### config.mk
export PLATFORM = sky130hd
export DESIGN_NAME = offset_trim_regs
export DESIGN_NICKNAME = d
export VERILOG_FILES = /design/src/rtl/offset_trim_pkg.sv /design/src/rtl/trim_store_if.sv /design/src/rtl/offset_trim_regs.sv /design/src/rtl/trim_store.sv
export VERILOG_INCLUDE_DIRS = /design/src /design/src/rtl
export SDC_FILE = /design/constraint.sdc
export NUM_CORES = 1
export LEC_CHECK = 0
export BUFFER_PORTS_ARGS = -buffer_cell sky130_fd_sc_hd__buf_2
export CAP_MARGIN = 20
export CELL_PAD_IN_SITES_DETAIL_PLACEMENT = 0
export CELL_PAD_IN_SITES_GLOBAL_PLACEMENT = 1
export CORE_UTILIZATION = 43
export CTS_CLUSTER_DIAMETER = 50
export CTS_CLUSTER_SIZE = 25
export DETAILED_ROUTE_END_ITERATION = 10
export GPL_TIMING_DRIVEN = 0
export PLACE_DENSITY_LB_ADDON = 0.05
export SLEW_MARGIN = 25
export SYNTH_ARGS = -nofsm -noshare
export SYNTH_HDL_FRONTEND = slang
export SYNTH_SLANG_ARGS = --single-unit
### constraint.sdc
create_clock -name ref_clk -period 2.2 [get_ports ref_clk]
set_input_delay 0.66 -clock ref_clk [delete_from_list [all_inputs] [get_ports ref_clk]]
set_output_delay 0.66 -clock ref_clk [all_outputs]
set_load 0.005 [all_outputs]
### src/rtl/offset_trim_consts.svh
// Register indices, field positions, reset values and bus codes of the offset trim bank.
`ifndef OFFSET_TRIM_CONSTS_SVH
`define OFFSET_TRIM_CONSTS_SVH

// ----------------------------------------------------------------------------
// Register indices (byte address is four times the index)
// ----------------------------------------------------------------------------
`define IDX_TRIM_CORE0_INPUT_B 10'h08c
`define IDX_TRIM_CORE1_INPUT_A 10'h08e
`define IDX_TRIM_CORE1_INPUT_B 10'h090
`define IDX_CAL_CONTROL 10'h0a0
`define IDX_CAL_STATUS 10'h0a1

// ----------------------------------------------------------------------------
// Fields
// ----------------------------------------------------------------------------
`define TRIM_VALUE_MSB 11
`define TRIM_RSVD_MSB 15
`define TRIM_RSVD_LSB 12
`define CTRL_BG_CAL_BIT 0
`define CTRL_BG_OFS_BIT 1
`define CTRL_FG_OFS_BIT 2
`define STAT_FOREGROUND_CALIBRATION_COMPLETE_BIT 0
`define STAT_STOPPED_BIT 1
`define STAT_FG_RUNNING_BIT 2

// ----------------------------------------------------------------------------
// Reset values
// ----------------------------------------------------------------------------
`define RESET_CAL_CONTROL 3'h0
`define RESET_TRIM_FACTORY 16'h0800

// ----------------------------------------------------------------------------
// AXI response codes
// ----------------------------------------------------------------------------
`define RESP_OKAY 2'h0
`define RESP_SLVERR 2'h2

`endif

### src/rtl/offset_trim_pkg.sv
// Types shared by the offset trim bank modules.
package offset_trim_pkg;

  typedef logic [15:0] trim_word_type;

  typedef enum {
    sel_trim,
    sel_ctrl,
    sel_stat,
    sel_none
  } reg_sel_type;

  typedef struct packed {
    logic aw_ready;
    logic [11:0] awaddr;
    logic w_ready;
    logic [31:0] wdata;
    logic [3:0] wstrb;
    logic bvalid;
    logic [1:0] bresp;
    logic ar_ready;
    logic rd_pend;
    logic [11:0] araddr;
    logic rvalid;
    logic [31:0] rdata;
    logic [1:0] rresp;
    logic [2:0] cal_ctrl;
  } bus_state_type;

  typedef struct packed {
    trim_word_type [2:0] words;
    trim_word_type rdata;
  } store_state_type;

endpackage

### src/rtl/trim_store_if.sv
// Carrier between the bus slave and the trim word store.
`timescale 1ns/100ps
interface trim_store_if;
  import offset_trim_pkg::*;
  logic we;
  logic [1:0] waddr;
  logic [15:0] wdata;
  logic [1:0] wstrb;
  logic re;
  logic [1:0] raddr;
  trim_word_type rdata;
  trim_word_type [2:0] words;

  modport store (input we, waddr, wdata, wstrb, re, raddr, output rdata, words);
  modport user (output we, waddr, wdata, wstrb, re, raddr, input rdata, words);
endinterface

### src/rtl/offset_trim_regs.sv
// Offset trim register bank for the converter cores, reached over AXI4-Lite.
//
// Behaviour
// A 12-bit unsigned offset in bits 11 to 0 is held and applied when the first core samples the second input.
// A separate 12-bit offset is held and applied when the second core samples the first input.
// A separate 12-bit offset is held and applied when the second core samples the second input.
// Each offset field is an unsigned binary number, never two's complement.
// After reset each field reads the factory trim value, and host writes replace it.
// The host must not write any offset register while a foreground calibration run is going.
// The host must not write any offset register while both background enables are set.
// With foreground offset calibration on and background offset off, the host reads only once foreground-complete reads 1.
// With both background enables on, the host reads only while the stopped flag reads 1.
// The host writes zeros to the four reserved upper bits of each offset register.
//
// Register access over AXI4-Lite was decided locally.
`timescale 1ns/100ps
`include "offset_trim_consts.svh"
module offset_trim_regs
  import offset_trim_pkg::*;
#(
  parameter trim_word_type FACTORY_TRIM_0 = `RESET_TRIM_FACTORY,
  parameter trim_word_type FACTORY_TRIM_1 = `RESET_TRIM_FACTORY,
  parameter trim_word_type FACTORY_TRIM_2 = `RESET_TRIM_FACTORY
) (
  // Clock and reset
  input wire logic ref_clk,
  input wire logic nrst,
  // AXI4-Lite write address and data
  input wire logic s_axi_awvalid,
  output logic s_axi_awready,
  input wire logic [11:0] s_axi_awaddr,
  input wire logic s_axi_wvalid,
  output logic s_axi_wready,
  input wire logic [31:0] s_axi_wdata,
  input wire logic [3:0] s_axi_wstrb,
  // AXI4-Lite write response
  output logic s_axi_bvalid,
  input wire logic s_axi_bready,
  output logic [1:0] s_axi_bresp,
  // AXI4-Lite read
  input wire logic s_axi_arvalid,
  output logic s_axi_arready,
  input wire logic [11:0] s_axi_araddr,
  output logic s_axi_rvalid,
  input wire logic s_axi_rready,
  output logic [31:0] s_axi_rdata,
  output logic [1:0] s_axi_rresp,
  // Calibration engine status
  input wire logic foreground_calibration_running,
  input wire logic foreground_calibration_complete,
  input wire logic calibration_stopped_flag,
  // Calibration enables
  output logic background_calibration_enable,
  output logic background_offset_calibration_enable,
  output logic foreground_offset_calibration_enable,
  // Offsets applied to the core and input pairings
  output logic [11:0] offset_trim_core0_input_b,
  output logic [11:0] offset_trim_core1_input_a,
  output logic [11:0] offset_trim_core1_input_b
);

  // --------------------------------------------------------------------------
  // Address decode
  // --------------------------------------------------------------------------

  function automatic reg_sel_type decode_sel(input logic [11:0] addr);
    logic [9:0] idx;
    idx = addr[11:2];
    if (addr[1:0] != 2'h0) begin
      decode_sel = sel_none;
    end else if (idx == `IDX_TRIM_CORE0_INPUT_B || idx == `IDX_TRIM_CORE1_INPUT_A
                 || idx == `IDX_TRIM_CORE1_INPUT_B) begin
      decode_sel = sel_trim;
    end else if (idx == `IDX_CAL_CONTROL) begin
      decode_sel = sel_ctrl;
    end else if (idx == `IDX_CAL_STATUS) begin
      decode_sel = sel_stat;
    end else begin
      decode_sel = sel_none;
    end
  endfunction

  function automatic logic [1:0] trim_slot(input logic [11:0] addr);
    logic [9:0] idx;
    idx = addr[11:2];
    if (idx == `IDX_TRIM_CORE0_INPUT_B) begin
      trim_slot = 2'd0;
    end else if (idx == `IDX_TRIM_CORE1_INPUT_A) begin
      trim_slot = 2'd1;
    end else begin
      trim_slot = 2'd2;
    end
  endfunction

  // --------------------------------------------------------------------------
  // Trim word store
  // --------------------------------------------------------------------------

  trim_store_if store_bus ();

  trim_store #(
    .FACTORY_TRIM_0(FACTORY_TRIM_0),
    .FACTORY_TRIM_1(FACTORY_TRIM_1),
    .FACTORY_TRIM_2(FACTORY_TRIM_2)
  ) u_store (
    .ref_clk(ref_clk),
    .nrst(nrst),
    .port(store_bus.store)
  );

  // --------------------------------------------------------------------------
  // Bus slave
  // --------------------------------------------------------------------------

  bus_state_type state;
  bus_state_type next_state;
  reg_sel_type wsel;
  reg_sel_type rsel;

  always_comb begin
    next_state = state;
    wsel = decode_sel(state.awaddr);
    rsel = decode_sel(state.araddr);
    store_bus.we = 1'b0;
    store_bus.waddr = trim_slot(state.awaddr);
    store_bus.wdata = state.wdata[15:0];
    store_bus.wstrb = state.wstrb[1:0];
    store_bus.re = 1'b0;
    store_bus.raddr = trim_slot(s_axi_araddr);

    // Address and data are latched independently, in either order.
    if (state.aw_ready && s_axi_awvalid) begin
      next_state.aw_ready = 1'b0;
      next_state.awaddr = s_axi_awaddr;
    end
    if (state.w_ready && s_axi_wvalid) begin
      next_state.w_ready = 1'b0;
      next_state.wdata = s_axi_wdata;
      next_state.wstrb = s_axi_wstrb;
    end
    if (state.bvalid && s_axi_bready) begin
      next_state.bvalid = 1'b0;
    end

    // The write waits for both halves and for the previous response to drain.
    if (!state.aw_ready && !state.w_ready && !state.bvalid) begin
      next_state.bvalid = 1'b1;
      next_state.aw_ready = 1'b1;
      next_state.w_ready = 1'b1;
      next_state.bresp = `RESP_OKAY;
      if (wsel == sel_trim) begin
        store_bus.we = 1'b1;
      end else if (wsel == sel_ctrl) begin
        if (state.wstrb[0]) begin
          next_state.cal_ctrl = state.wdata[2:0];
        end
      end else if (wsel == sel_none) begin
        next_state.bresp = `RESP_SLVERR;
      end
    end

    // Read: the store answers on the same edge that takes the address.
    if (state.ar_ready && s_axi_arvalid) begin
      next_state.ar_ready = 1'b0;
      next_state.rd_pend = 1'b1;
      next_state.araddr = s_axi_araddr;
      store_bus.re = 1'b1;
    end
    if (state.rd_pend) begin
      next_state.rd_pend = 1'b0;
      next_state.rvalid = 1'b1;
      next_state.rresp = `RESP_OKAY;
      next_state.rdata = 32'h0000_0000;
      if (rsel == sel_trim) begin
        next_state.rdata[15:0] = store_bus.rdata;
      end else if (rsel == sel_ctrl) begin
        next_state.rdata[2:0] = state.cal_ctrl;
      end else if (rsel == sel_stat) begin
        next_state.rdata[`STAT_FOREGROUND_CALIBRATION_COMPLETE_BIT] = foreground_calibration_complete;
        next_state.rdata[`STAT_STOPPED_BIT] = calibration_stopped_flag;
        next_state.rdata[`STAT_FG_RUNNING_BIT] = foreground_calibration_running;
      end else begin
        next_state.rresp = `RESP_SLVERR;
      end
    end
    if (state.rvalid && s_axi_rready) begin
      next_state.rvalid = 1'b0;
      next_state.ar_ready = 1'b1;
    end
  end

  always_ff @(posedge ref_clk or negedge nrst) begin
    if (!nrst) begin
      state <= '0;
      state.aw_ready <= 1'b1;
      state.w_ready <= 1'b1;
      state.ar_ready <= 1'b1;
      state.cal_ctrl <= `RESET_CAL_CONTROL;
    end else begin
      state <= next_state;
    end
  end

  // --------------------------------------------------------------------------
  // Outputs
  // --------------------------------------------------------------------------

  assign s_axi_awready = state.aw_ready;
  assign s_axi_wready = state.w_ready;
  assign s_axi_bvalid = state.bvalid;
  assign s_axi_bresp = state.bresp;
  assign s_axi_arready = state.ar_ready;
  assign s_axi_rvalid = state.rvalid;
  assign s_axi_rdata = state.rdata;
  assign s_axi_rresp = state.rresp;
  assign background_calibration_enable = state.cal_ctrl[`CTRL_BG_CAL_BIT];
  assign background_offset_calibration_enable = state.cal_ctrl[`CTRL_BG_OFS_BIT];
  assign foreground_offset_calibration_enable = state.cal_ctrl[`CTRL_FG_OFS_BIT];

  // Only the low 12 bits steer the cores; the reserved nibble is stored but unused.
  assign offset_trim_core0_input_b = store_bus.words[0][`TRIM_VALUE_MSB:0];
  assign offset_trim_core1_input_a = store_bus.words[1][`TRIM_VALUE_MSB:0];
  assign offset_trim_core1_input_b = store_bus.words[2][`TRIM_VALUE_MSB:0];

endmodule // offset_trim_regs

### src/rtl/trim_store.sv
// Three 16-bit trim words with byte write and registered read data.
`timescale 1ns/100ps
`include "offset_trim_consts.svh"
module trim_store
  import offset_trim_pkg::*;
#(
  parameter trim_word_type FACTORY_TRIM_0 = `RESET_TRIM_FACTORY,
  parameter trim_word_type FACTORY_TRIM_1 = `RESET_TRIM_FACTORY,
  parameter trim_word_type FACTORY_TRIM_2 = `RESET_TRIM_FACTORY
) (
  // Clock and reset
  input wire logic ref_clk,
  input wire logic nrst,
  // Store port
  trim_store_if.store port
);

  store_state_type state;
  store_state_type next_state;

  always_comb begin
    next_state = state;
    if (port.we && port.waddr <= 2'd2) begin
      if (port.wstrb[0]) begin
        next_state.words[port.waddr][7:0] = port.wdata[7:0];
      end
      if (port.wstrb[1]) begin
        next_state.words[port.waddr][15:8] = port.wdata[15:8];
      end
    end
    if (port.re) begin
      next_state.rdata = (port.raddr <= 2'd2) ? state.words[port.raddr] : 16'h0000;
    end
  end

  // Factory values are parameters so that every reset returns the trimmed setting.
  // The reserved nibble always resets to zero, whatever the factory word holds.
  always_ff @(posedge ref_clk or negedge nrst) begin
    if (!nrst) begin
      state.words[0] <= {4'h0, FACTORY_TRIM_0[`TRIM_VALUE_MSB:0]};
      state.words[1] <= {4'h0, FACTORY_TRIM_1[`TRIM_VALUE_MSB:0]};
      state.words[2] <= {4'h0, FACTORY_TRIM_2[`TRIM_VALUE_MSB:0]};
      state.rdata <= 16'h0000;
    end else begin
      state <= next_state;
    end
  end

  assign port.rdata = state.rdata;
  assign port.words = state.words;

endmodule // trim_store

==> qor.yml, run 1 <==
setup.worst_path.class: "in -> reg"
final_nets: 690
drtIter0Drc: 140
cts_tree: "yes"
layout-drive-gt1-share: 0.5529
rrSetupSlack_ns: 0.13
grt.total_usage: 0.1865
synthCells: 465
synth.distinct_cells: 37
dr_wl_met3_um: 643
cts_made_buffers: 17
synth_seq_cells: 133
end_kind: "register"
ios: 150
dpl.hpwl_mm: 8.948
fin_tns_setup_ns: 0
cp_slowest_stage_delay_ns: 0.55
gp_congestion: 0.7699
multi_input_area_um2: 2217
slew_viol_final: 0
clk_pin_slew_ns: 0.06
yosysWarnings: 0
cp.arrival_ns: 2.37
n_fill_cell: 1254
fin_util: 0.5561
cpMostUsedCell: "buf_2"
tightest_slew_ns: 0.7029
ant_nets: 0
n_antenna_cell: 0
rows: 43
rsz0062_at_grt: "false"
grt_max_degree: 86
clock_skew_ns: 0.006006
worst_r2r_path_depth: 7
cts_max_path_buffers: 2
layout_common_cells: "dfrtp_1, buf_2, mux2_2, buf_4"
first_global_vias: 4006
min_path_type: "in -> async"
relSlewSlack: 0.5314
die_w_um: 121.1
p_leak_nw: 4.063
grt_first_pass_wirelength_mm: 20.37
synth_area_um2: 6097
drc: 0
layout_min_cycle_time_ns: 2.096
drt_pass1_iterations: 4
crit_cells: 8
timing.critical_path.to: "u_store.port.rdata[9]$_DFFE_PN0P_"
power-per-cell-area_nw_per_um2: 961.3
crit_start: "s_axi_araddr[8]"
final_common_cell: "dfrtp_1"
wl_met1_mm: 5.429
cts_hold_buf: 0
cp_cell_sequence: "buf_2, or4b_1, nor3_2, nand4b_1, buf_2, buf_4, mux2i_2, o21ai_0"
cts.sinks: 133
routedWlPerCell_um: 15.32
hold_viol_final: 0
drv_cap: 0
irDropWorstVdd_mv: 0.5878
die_h_um: 121.1
core_area_um2: 13880
port_buffers: 112
cts_root_buffer: "clkbuf_16"
drt-total-wl_mm: 12.46
num_vias: 3921
cp_slowest_cell: "or4b_1"
clk-insertion-delay-late_ns: 0.41
antenna_found_initial: 0
whs_ns: 0.1452
top_layer: "met4"
vias_per_cell: 4.823
wl_met2_mm: 6.226
seq_area_frac_synth: 0.5471
start_util: 0.4392
status: "finished, final reports clean"
cp_max_fo: 10
yosysTopAreaCellShare: 0.5212
fmax_ghz: 0.4771
area_delta_synth_final_pct: 26.60
crit_required_ns: 2.48
timing.rr.start: "state[100]$_DFFE_PN0P_"
htreeDepth: 4
syn_area_per_cell_um2: 13.11
reg2reg_to: "background_offset_calibration_enable$_DFFE_PN0P_"
overflow: 0
synthTopCellsByArea: "dfrtp_1, mux2_2, buf_4, mux2i_1, dfstp_2"
yosys.area.top_type: "dfrtp_1"
dieArea_um2: 14660
setup_viol_count_final: 0
path_buf_inv: 3
regArea_um2: 3336
setup.worst_path.start_class: "primary input"
finalCritPeriodShare: 0.9528
critPathTopFamily: "simple AND/OR/NAND/NOR gates"
==> where the power goes <==
part | switching (mW) | internal (mW)
clock network | 0.987 | 1.92
registers | 0.465 | 2.93
logic | 0.491 | 0.629
total | 1.94 | 5.48
==> state kept, by name, summed over array words and instances (netlist names) <==
signal / cells
s_axi_awready: 1
s_axi_arready: 1
background_calibration_enable: 1
background_offset_calibration_enable: 1
foreground_offset_calibration_enable: 1
s_axi_rresp: 1
s_axi_rdata: 16
u_store.port.words: 48
state: 43
s_axi_bresp: 1
s_axi_bvalid: 1
s_axi_wready: 1
u_store.port.rdata: 16
s_axi_rvalid: 1
==> cell usage after synthesis <==
cell type	count
nor4_4	1
or4b_1	2
inv_1	5
conb_1	1
buf_2	2
nand4b_1	1
nand2_1	25
buf_4	73
a22o_1	13
nand3b_1	2
a32oi_1	1
o22a_1	1
nor3_1	4
o31ai_4	1
nor4_1	2
mux2_1	2
clkinv_1	1
nor2_1	8
nor3_2	1
buf_6	1
dfstp_2	6
a21oi_1	2
or2_1	1
mux2_2	107
nor4b_2	1
nand2b_1	1
mux2i_1	20
clkbuf_1	9
o21ai_1	1
o21ai_0	25
nand4_1	3
nor3_4	4
a22oi_1	3
nor4b_1	1
o21a_1	1
dfrtp_1	127
nand3_1	6
==> through the flow <==
step / instances / total power [mW] / area [um2] / setup slack [ns]
after floorplan: 482 / 4.115 / 6161 / 0.09876
after CTS: 811 / 7.479 / 7672 / 0.005708
after global placement: 774 / 4.458 / 6947 / -1.297
after global routing: 813 / 7.806 / 7719 / 0.02259
final: 813 / 7.420 / 7719 / 0.1038
after detailed placement: 775 / 4.538 / 6984 / -0.4119
==> logic make-up (layout without fill, tap and decap cells) <==
kind of cell / after synthesis / after routing / share of synthesized area
other: 1 / 18 / 0.0006150
buffers and inverters: 91 / 242 / 0.1026
flip-flops: 133 / 133 / 0.5471
multiplexers: 129 / 129 / 0.2341
AO/OA/AOI/OAI: 48 / 48 / 0.05294
AND/OR/NAND/NOR: 63 / 63 / 0.06259
==> metal layers <==
metal	GRT usage	vias to the layer above
met5	0	-
met4	0.05941	0
met3	0.05874	11
met2	0.3079	105
met1	0.2321	1929
li1	-	1876
==> what timing repair did <==
action	4_1_cts	5_1_grt
gates resized for setup	0	5
gates cloned	0	0
pin swaps	4	2
endpoints found under the setup margin	32	17
buffers inserted	4	2
==> final cells by class <==
type | count | share of cell area
inverters | 6 | 0.002918
flip-flops and latches | 133 | 0.4322
plain buffers | 85 | 0.07829
well taps | 180 | 0.02918
multi-input cells | 258 | 0.2872
clock buffers | 23 | 0.06452
repair buffers | 119 | 0.08980
clock inverters | 9 | 0.01589
==> worst min path at each step <==
| stage | start | to | slack [ns] | cells past startpoint |
|---|---|---|---|---|
| 6_report | nrst | u_store.port.words[17]$_DFFE_PN0P_ | 0.15 | 1 |
| 5_1_grt | nrst | u_store.port.words[17]$_DFFE_PN0P_ | 0.16 | 1 |
| 4_1_cts | nrst | u_store.port.words[33]$_DFFE_PN0P_ | 0.15 | 1 |
| 3_5_place_dp | u_store.port.rdata[11]$_DFFE_PN0P_ | u_store.port.rdata[11]$_DFFE_PN0P_ | 0.47 | 2 |
| 3_3_place_gp | u_store.port.rdata[9]$_DFFE_PN0P_ | u_store.port.rdata[9]$_DFFE_PN0P_ | 0.46 | 2 |
| 2_1_floorplan | nrst | background_calibration_enable$_DFFE_PN0P_ | 0.36 | 0 |
No activity file was read; power rests on OpenSTA's default activity.
==> inputs of run 2 (changes only) <==
- PLACE_DENSITY_LB_ADDON: 0.05 -> 0.12
- SKIP_CTS_REPAIR_TIMING: unset -> 1
==> run 2 against run 1 <==
Compared with the run above: routed wire length is 2.3% lower; clock power is 8.9% lower; sequential power hardly changed; worst hold slack better by 0.051 ns; highest routed layer unchanged; core utilization is 0.53 points lower; combinational power hardly changed; critical path depth stayed put; largest power group unchanged.
==> qor.yml, run 2 (same netlist as run 1, synthesis figures left out) <==
routedWlPerCell_um: 15.01
grt_first_pass_wirelength_mm: 19.64
layout_common_cells: "dfrtp_1, buf_2, mux2_2, buf_4"
dpl.hpwl_mm: 8.682
ios: 150
timing.rr.start: "state[100]$_DFFE_PN0P_"
cp.arrival_ns: 2.36
overflow: 0
fmax_ghz: 0.4751
drtIter0Drc: 169
drv_cap: 0
status: "finished, final reports clean"
die_w_um: 121.1
tightest_slew_ns: 0.6433
top_regs: "u_store.port.words (48), state (43)"
dieArea_um2: 14660
final_common_cell: "dfrtp_1"
regMostFlops: "u_store.port.words"
clk_pin_slew_ns: 0.05
cts_tree: "yes"
layout-drive-gt1-share: 0.5452
slew_viol_final: 0
end_kind: "register"
cts_made_buffers: 17
cp_slowest_cell: "or4b_1"
largest_register_ffs: 48
antenna_found_initial: 0
irDropWorstVdd_mv: 0.6615
vias_per_cell: 4.788
finalCritPeriodShare: 0.9568
cts_max_path_buffers: 2
drc: 0
n_antenna_cell: 0
setup_viol_count_final: 0
min_path_type: "in -> async"
cts.sinks: 133
power-per-cell-area_nw_per_um2: 934.5
area_delta_synth_final_pct: 25.38
cp_slowest_stage_delay_ns: 0.54
fin_tns_setup_ns: 0
layout_min_cycle_time_ns: 2.105
critPathTopFamily: "simple AND/OR/NAND/NOR gates"
stdcell_count: 811
crit_start: "s_axi_araddr[8]"
place_inst: 775
final_nets: 688
rows: 43
drt-total-wl_mm: 12.17
p_leak_nw: 4.018
hold_viol_final: 0
cts_root_buffer: "clkbuf_16"
num_vias: 3883
clk-insertion-delay-late_ns: 0.40
first_global_vias: 3847
ant_nets: 0
die_h_um: 121.1
clock_skew_ns: 0.005728
setup.worst_path.start_class: "primary input"
grt_max_degree: 74
relSlewSlack: 0.5711
cp_cell_sequence: "buf_2, or4b_1, nor3_2, nand4b_1, clkbuf_4, buf_4, mux2i_1, o21ai_0"
crit_required_ns: 2.46
n_fill_cell: 1234
start_util: 0.4392
worst_r2r_path_depth: 6
crit_cells: 8
setup.worst_path.class: "in -> reg"
htreeDepth: 4
core_area_um2: 13880
cp_max_fo: 10
path_buf_inv: 3
drt_pass1_iterations: 4
grt.total_usage: 0.1785
gp_congestion: 0.7828
port_buffers: 112
-- run 2: cell count changes in the layout (fill, tap and decap cells not counted), moves of 2 or more --
| cell | delta |
|---|---|
| bufinv_16 | -2 |
| clkinv_2 | -2 |
| clkbuf_1 | +5 |
| buf_4 | -2 |
-- run 2: final timing paths --
path,slack [ns],to
hold / removal,0.20,u_store.port.words[17]$_DFFE_PN0P_
hold reg to reg,0.48,s_axi_arready$_DFFE_PN1P_
setup / recovery,0.1,u_store.port.rdata[9]$_DFFE_PN0P_
setup reg to reg,0.13,foreground_offset_calibration_enable$_DFFE_PN0P_
max in group asynchronous,1.26,s_axi_arready$_DFFE_PN1P_
min in group ref_clk,0.42,s_axi_wready$_DFFE_PN1P_
-- run 2: area by class of cell --
class | count | area, um2 | area share
Sequential cell | 133 | 3336 | 0.4363
Multi-Input combinational cell | 258 | 2215 | 0.2897
Timing Repair Buffer | 117 | 678.2 | 0.08871
Buffer | 85 | 606.8 | 0.07938
Clock buffer | 28 | 516.7 | 0.06759
Tap cell | 180 | 225.2 | 0.02946
Clock inverter | 4 | 45.04 | 0.005892
Inverter | 6 | 22.52 | 0.002946
-- run 2: metrics by stage --
step / power, mW / hold WS, ns / cell area (um2) / worst slack (ns) / util
2_1_floorplan: 4.115 / 0.3644 / 6161 / 0.09876 / -
6_report: 7.144 / 0.1967 / 7645 / 0.09500 / 0.5507
3_5_place_dp: 4.539 / 0.4702 / 6984 / -0.4131 / 0.5032
5_1_grt: 7.549 / 0.2100 / 7645 / -0.0002147 / 0.5507
3_3_place_gp: 4.462 / 0.4648 / 6947 / -1.304 / 0.5005
4_1_cts: 7.214 / 0.1920 / 7546 / -0.04143 / 0.5436
-- run 2: power by group --
part           internal, mW  switching (mW)  total, mW
clock network          1.70           0.947       2.65
registers              2.93           0.455       3.38
logic                 0.623           0.492       1.11
-- run 2: per-layer routing --
metal	up-vias	GRT usage	wire [um]	share of wire
met4	0	0.05093	97	0.0080
met2	90	0.2868	6018	0.49
met3	6	0.05686	577	0.047
met5	-	0	0	0
li1	1870	-	-	-
met1	1917	0.2308	5476	0.45
==> inputs of run 3 (changes only) <==
- ABC_AREA: unset -> 1
- CORE_UTILIZATION: 43 -> 40
==> run 3 against run 2 <==
Compared with the run above: clock skew about the same; clock-buffer cell count decreased by 6; global-route usage increased by 1.9 points; register-to-register slack improved by 0.09 ns; final area increased by 4.6%; clock power increased by 12%; sequential cell count unchanged; fmax increased by 6.3%; core utilization decreased by 4.4 points; critical endpoint is now u_store.port.words[22]$_DFFE_PN0P_.
==> qor.yml, run 3 <==
layout_min_cycle_time_ns: 1.981
p_leak_nw: 4.489
overflow: 0
cp_slowest_stage_delay_ns: 0.60
timing.critical_path.to: "u_store.port.words[22]$_DFFE_PN0P_"
p_switching_mw: 2.269
drtIter0Drc: 325
reg2reg_to: "u_store.port.words[22]$_DFFE_PN0P_"
area_delta_synth_final_pct: 24.24
rsz0062_at_grt: "false"
end_kind: "register"
critPathTopFamily: "simple AND/OR/NAND/NOR gates"
grt_max_degree: 75
relSlewSlack: 0.4926
syn_area_per_cell_um2: 8.572
vias_per_cell: 4.550
cts_max_path_buffers: 2
rrSetupSlack_ns: 0.22
final_nets: 971
dpl.hpwl_mm: 11.26
synth_area_um2: 6437
yosysTopAreaCellShare: 0.4937
die_h_um: 128.9
layout-drive-gt1-share: 0.2976
slew_viol_final: 0
cp_max_fo: 10
status: "finished, final reports clean"
start_util: 0.4082
cp.arrival_ns: 2.34
yosysWarnings: 0
pwr-share-seq: 0.443
hold_viol_final: 0
crit_start: "state[100]$_DFFE_PN0P_"
stdcell_count: 1130
port_buffers: 113
layout_common_cells: "nand2_1, dfrtp_1, buf_2, nand3_1, buf_4"
first_global_vias: 4855
timing.rr.start: "state[100]$_DFFE_PN0P_"
drc: 0
clk_pin_slew_ns: 0.06
grt_first_pass_wirelength_mm: 24.83
largest_register_ffs: 48
drt-total-wl_mm: 15.18
path_buf_inv: 3
synth.most_common_cell: "nand2_1"
total_power_mw: 7.875
p_comb_frac: 0.181
regMostFlops: "u_store.port.words"
placed_cell_area_um2: 7375
design_area_um2: 7998
power-per-cell-area_nw_per_um2: 984.6
ant_nets: 0
finalCritPeriodShare: 0.9005
worst_r2r_path_depth: 8
synthFlopType: "dfrtp_1"
fmax_ghz: 0.5048
synthTopCellsByArea: "dfrtp_1, nand2_1, buf_4, nand3_1, mux2_2"
dieArea_um2: 16600
synth_common_cells: "nand2_1, dfrtp_1, nand3_1"
num_vias: 5142
tightest_slew_ns: 0.7583
cts_tree: "yes"
cp_slowest_cell: "nor2_1"
synth.distinct_cells: 28
n_antenna_cell: 0
cell_internal_pwr_mw: 5.606
irDropWorstVdd_mv: 0.6230
swShare: 0.2881
synthCells: 751
core_area_um2: 15770
grt.total_usage: 0.1973
synth_edf_count: 0
whs_ns: 0.2057
crit_cells: 8
cts_root_buffer: "clkbuf_16"
gp_congestion: 0.7863
setup_viol_count_final: 0
cp_cell_sequence: "inv_2, nand2_1, nor2_1, inv_1, nor2_1, buf_2, nand3_1, nand2_1"
yosys.area.top_type: "dfrtp_1"
crit_required_ns: 2.56
setup.worst_path.start_class: "register"
ios: 150
htreeDepth: 4
drt_pass1_iterations: 4
synth_seq_cells: 133
cts.sinks: 133
die_w_um: 128.9
cts_made_buffers: 17
clk-insertion-delay-late_ns: 0.42
antenna_found_initial: 0
p_clk_frac: 0.376
synthArstFlopShare: 1.000
seq_area_frac_synth: 0.5182
min_path_type: "in -> async"
final_common_cell: "nand2_1"
top_regs: "u_store.port.words (48), state (43)"
routedWlPerCell_um: 13.43
drv_cap: 0
setup.worst_path.class: "reg -> reg"
rows: 46
clock_skew_ns: 0.005769
place_inst: 1098
run 3: changes by cell type after synthesis, sizes merged, moves of 4 or more:
| cell | delta |
|---|---|
| a21oi | +5 |
| nor2 | +54 |
| nand2 | +238 |
| mux2i | -20 |
| a22o | -13 |
| nand4 | +5 |
| nand3 | +92 |
| o21ai | -8 |
| buf | +6 |
| clkbuf | +4 |
| mux2 | -86 |
| inv | +29 |
run 3: cells by family (layout without fill, tap and decap cells):
kind of cell | after synthesis | count (layout) | synth area share
AOI/OAI and AO/OA | 27 | 27 | 0.02177
buffers and inverters | 129 | 275 | 0.1246
DFF | 133 | 133 | 0.5182
muxes | 23 | 23 | 0.04023
other | 1 | 18 | 0.0005825
and+or+nand+nor | 438 | 438 | 0.2947
run 3: cell type report:
| type | count | area [um2] |
|---|---|---|
| Fill cell | 1569 | 7772 |
| Tap cell | 216 | 270.3 |
| Inverter | 34 | 127.6 |
| Buffer | 95 | 674.4 |
| Multi-Input combinational cell | 506 | 2370 |
| Sequential cell | 133 | 3336 |
| Timing Repair Buffer | 114 | 603.1 |
| Clock buffer | 22 | 464.2 |
| Clock inverter | 10 | 152.6 |
run 3: worst min path at each step:
stage / end / cells past startpoint / slack (ns) / start
final: s_axi_rdata[13]$_DFFE_PN0P_ / 1 / 0.21 / nrst
after global placement: u_store.port.words[28]$_DFFE_PN0P_ / 2 / 0.45 / u_store.port.words[28]$_DFFE_PN0P_
after detailed placement: u_store.port.words[13]$_DFFE_PN0P_ / 2 / 0.46 / u_store.port.words[13]$_DFFE_PN0P_
after global routing: s_axi_rdata[13]$_DFFE_PN0P_ / 1 / 0.23 / nrst
after CTS: s_axi_rdata[13]$_DFFE_PN0P_ / 1 / 0.23 / nrst
after floorplan: background_calibration_enable$_DFFE_PN0P_ / 0 / 0.36 / nrst
run 3: power groups by stage:
stage	Clock, mW	Sequential, mW	Combinational [mW]
final	2.96	3.49	1.43
after detailed placement	0	3.52	1.44
after CTS	3.01	3.48	1.45
after global placement	0	3.49	1.38
after floorplan	0	3.37	1.05
after global routing	3.13	3.56	1.66
run 3: routing by layer:
layer,share of wire,global-route usage
met5,0,0
met1,0.47,0.2738
met3,0.045,0.04615
met4,0.0091,0.05813
met2,0.47,0.3078
run 3: metrics by stage:
stage	setup TNS (ns)	setup slack (ns)	utilization
floorplan	0	0.3114	-
global placement	-168.03	-1.280	0.4652
detailed placement	-3.841	-0.3487	0.4676
CTS	0	0.08432	0.5067
global route	0	0.02366	0.5071
finish	0	0.2189	0.5071
run 3: worst register-to-register path: cells and delay by family (launching register included):
family / cells / cell delay (ns)
flops: 1 / 0.38
simple gates: 5 / 1.02
buf+inv: 3 / 0.52
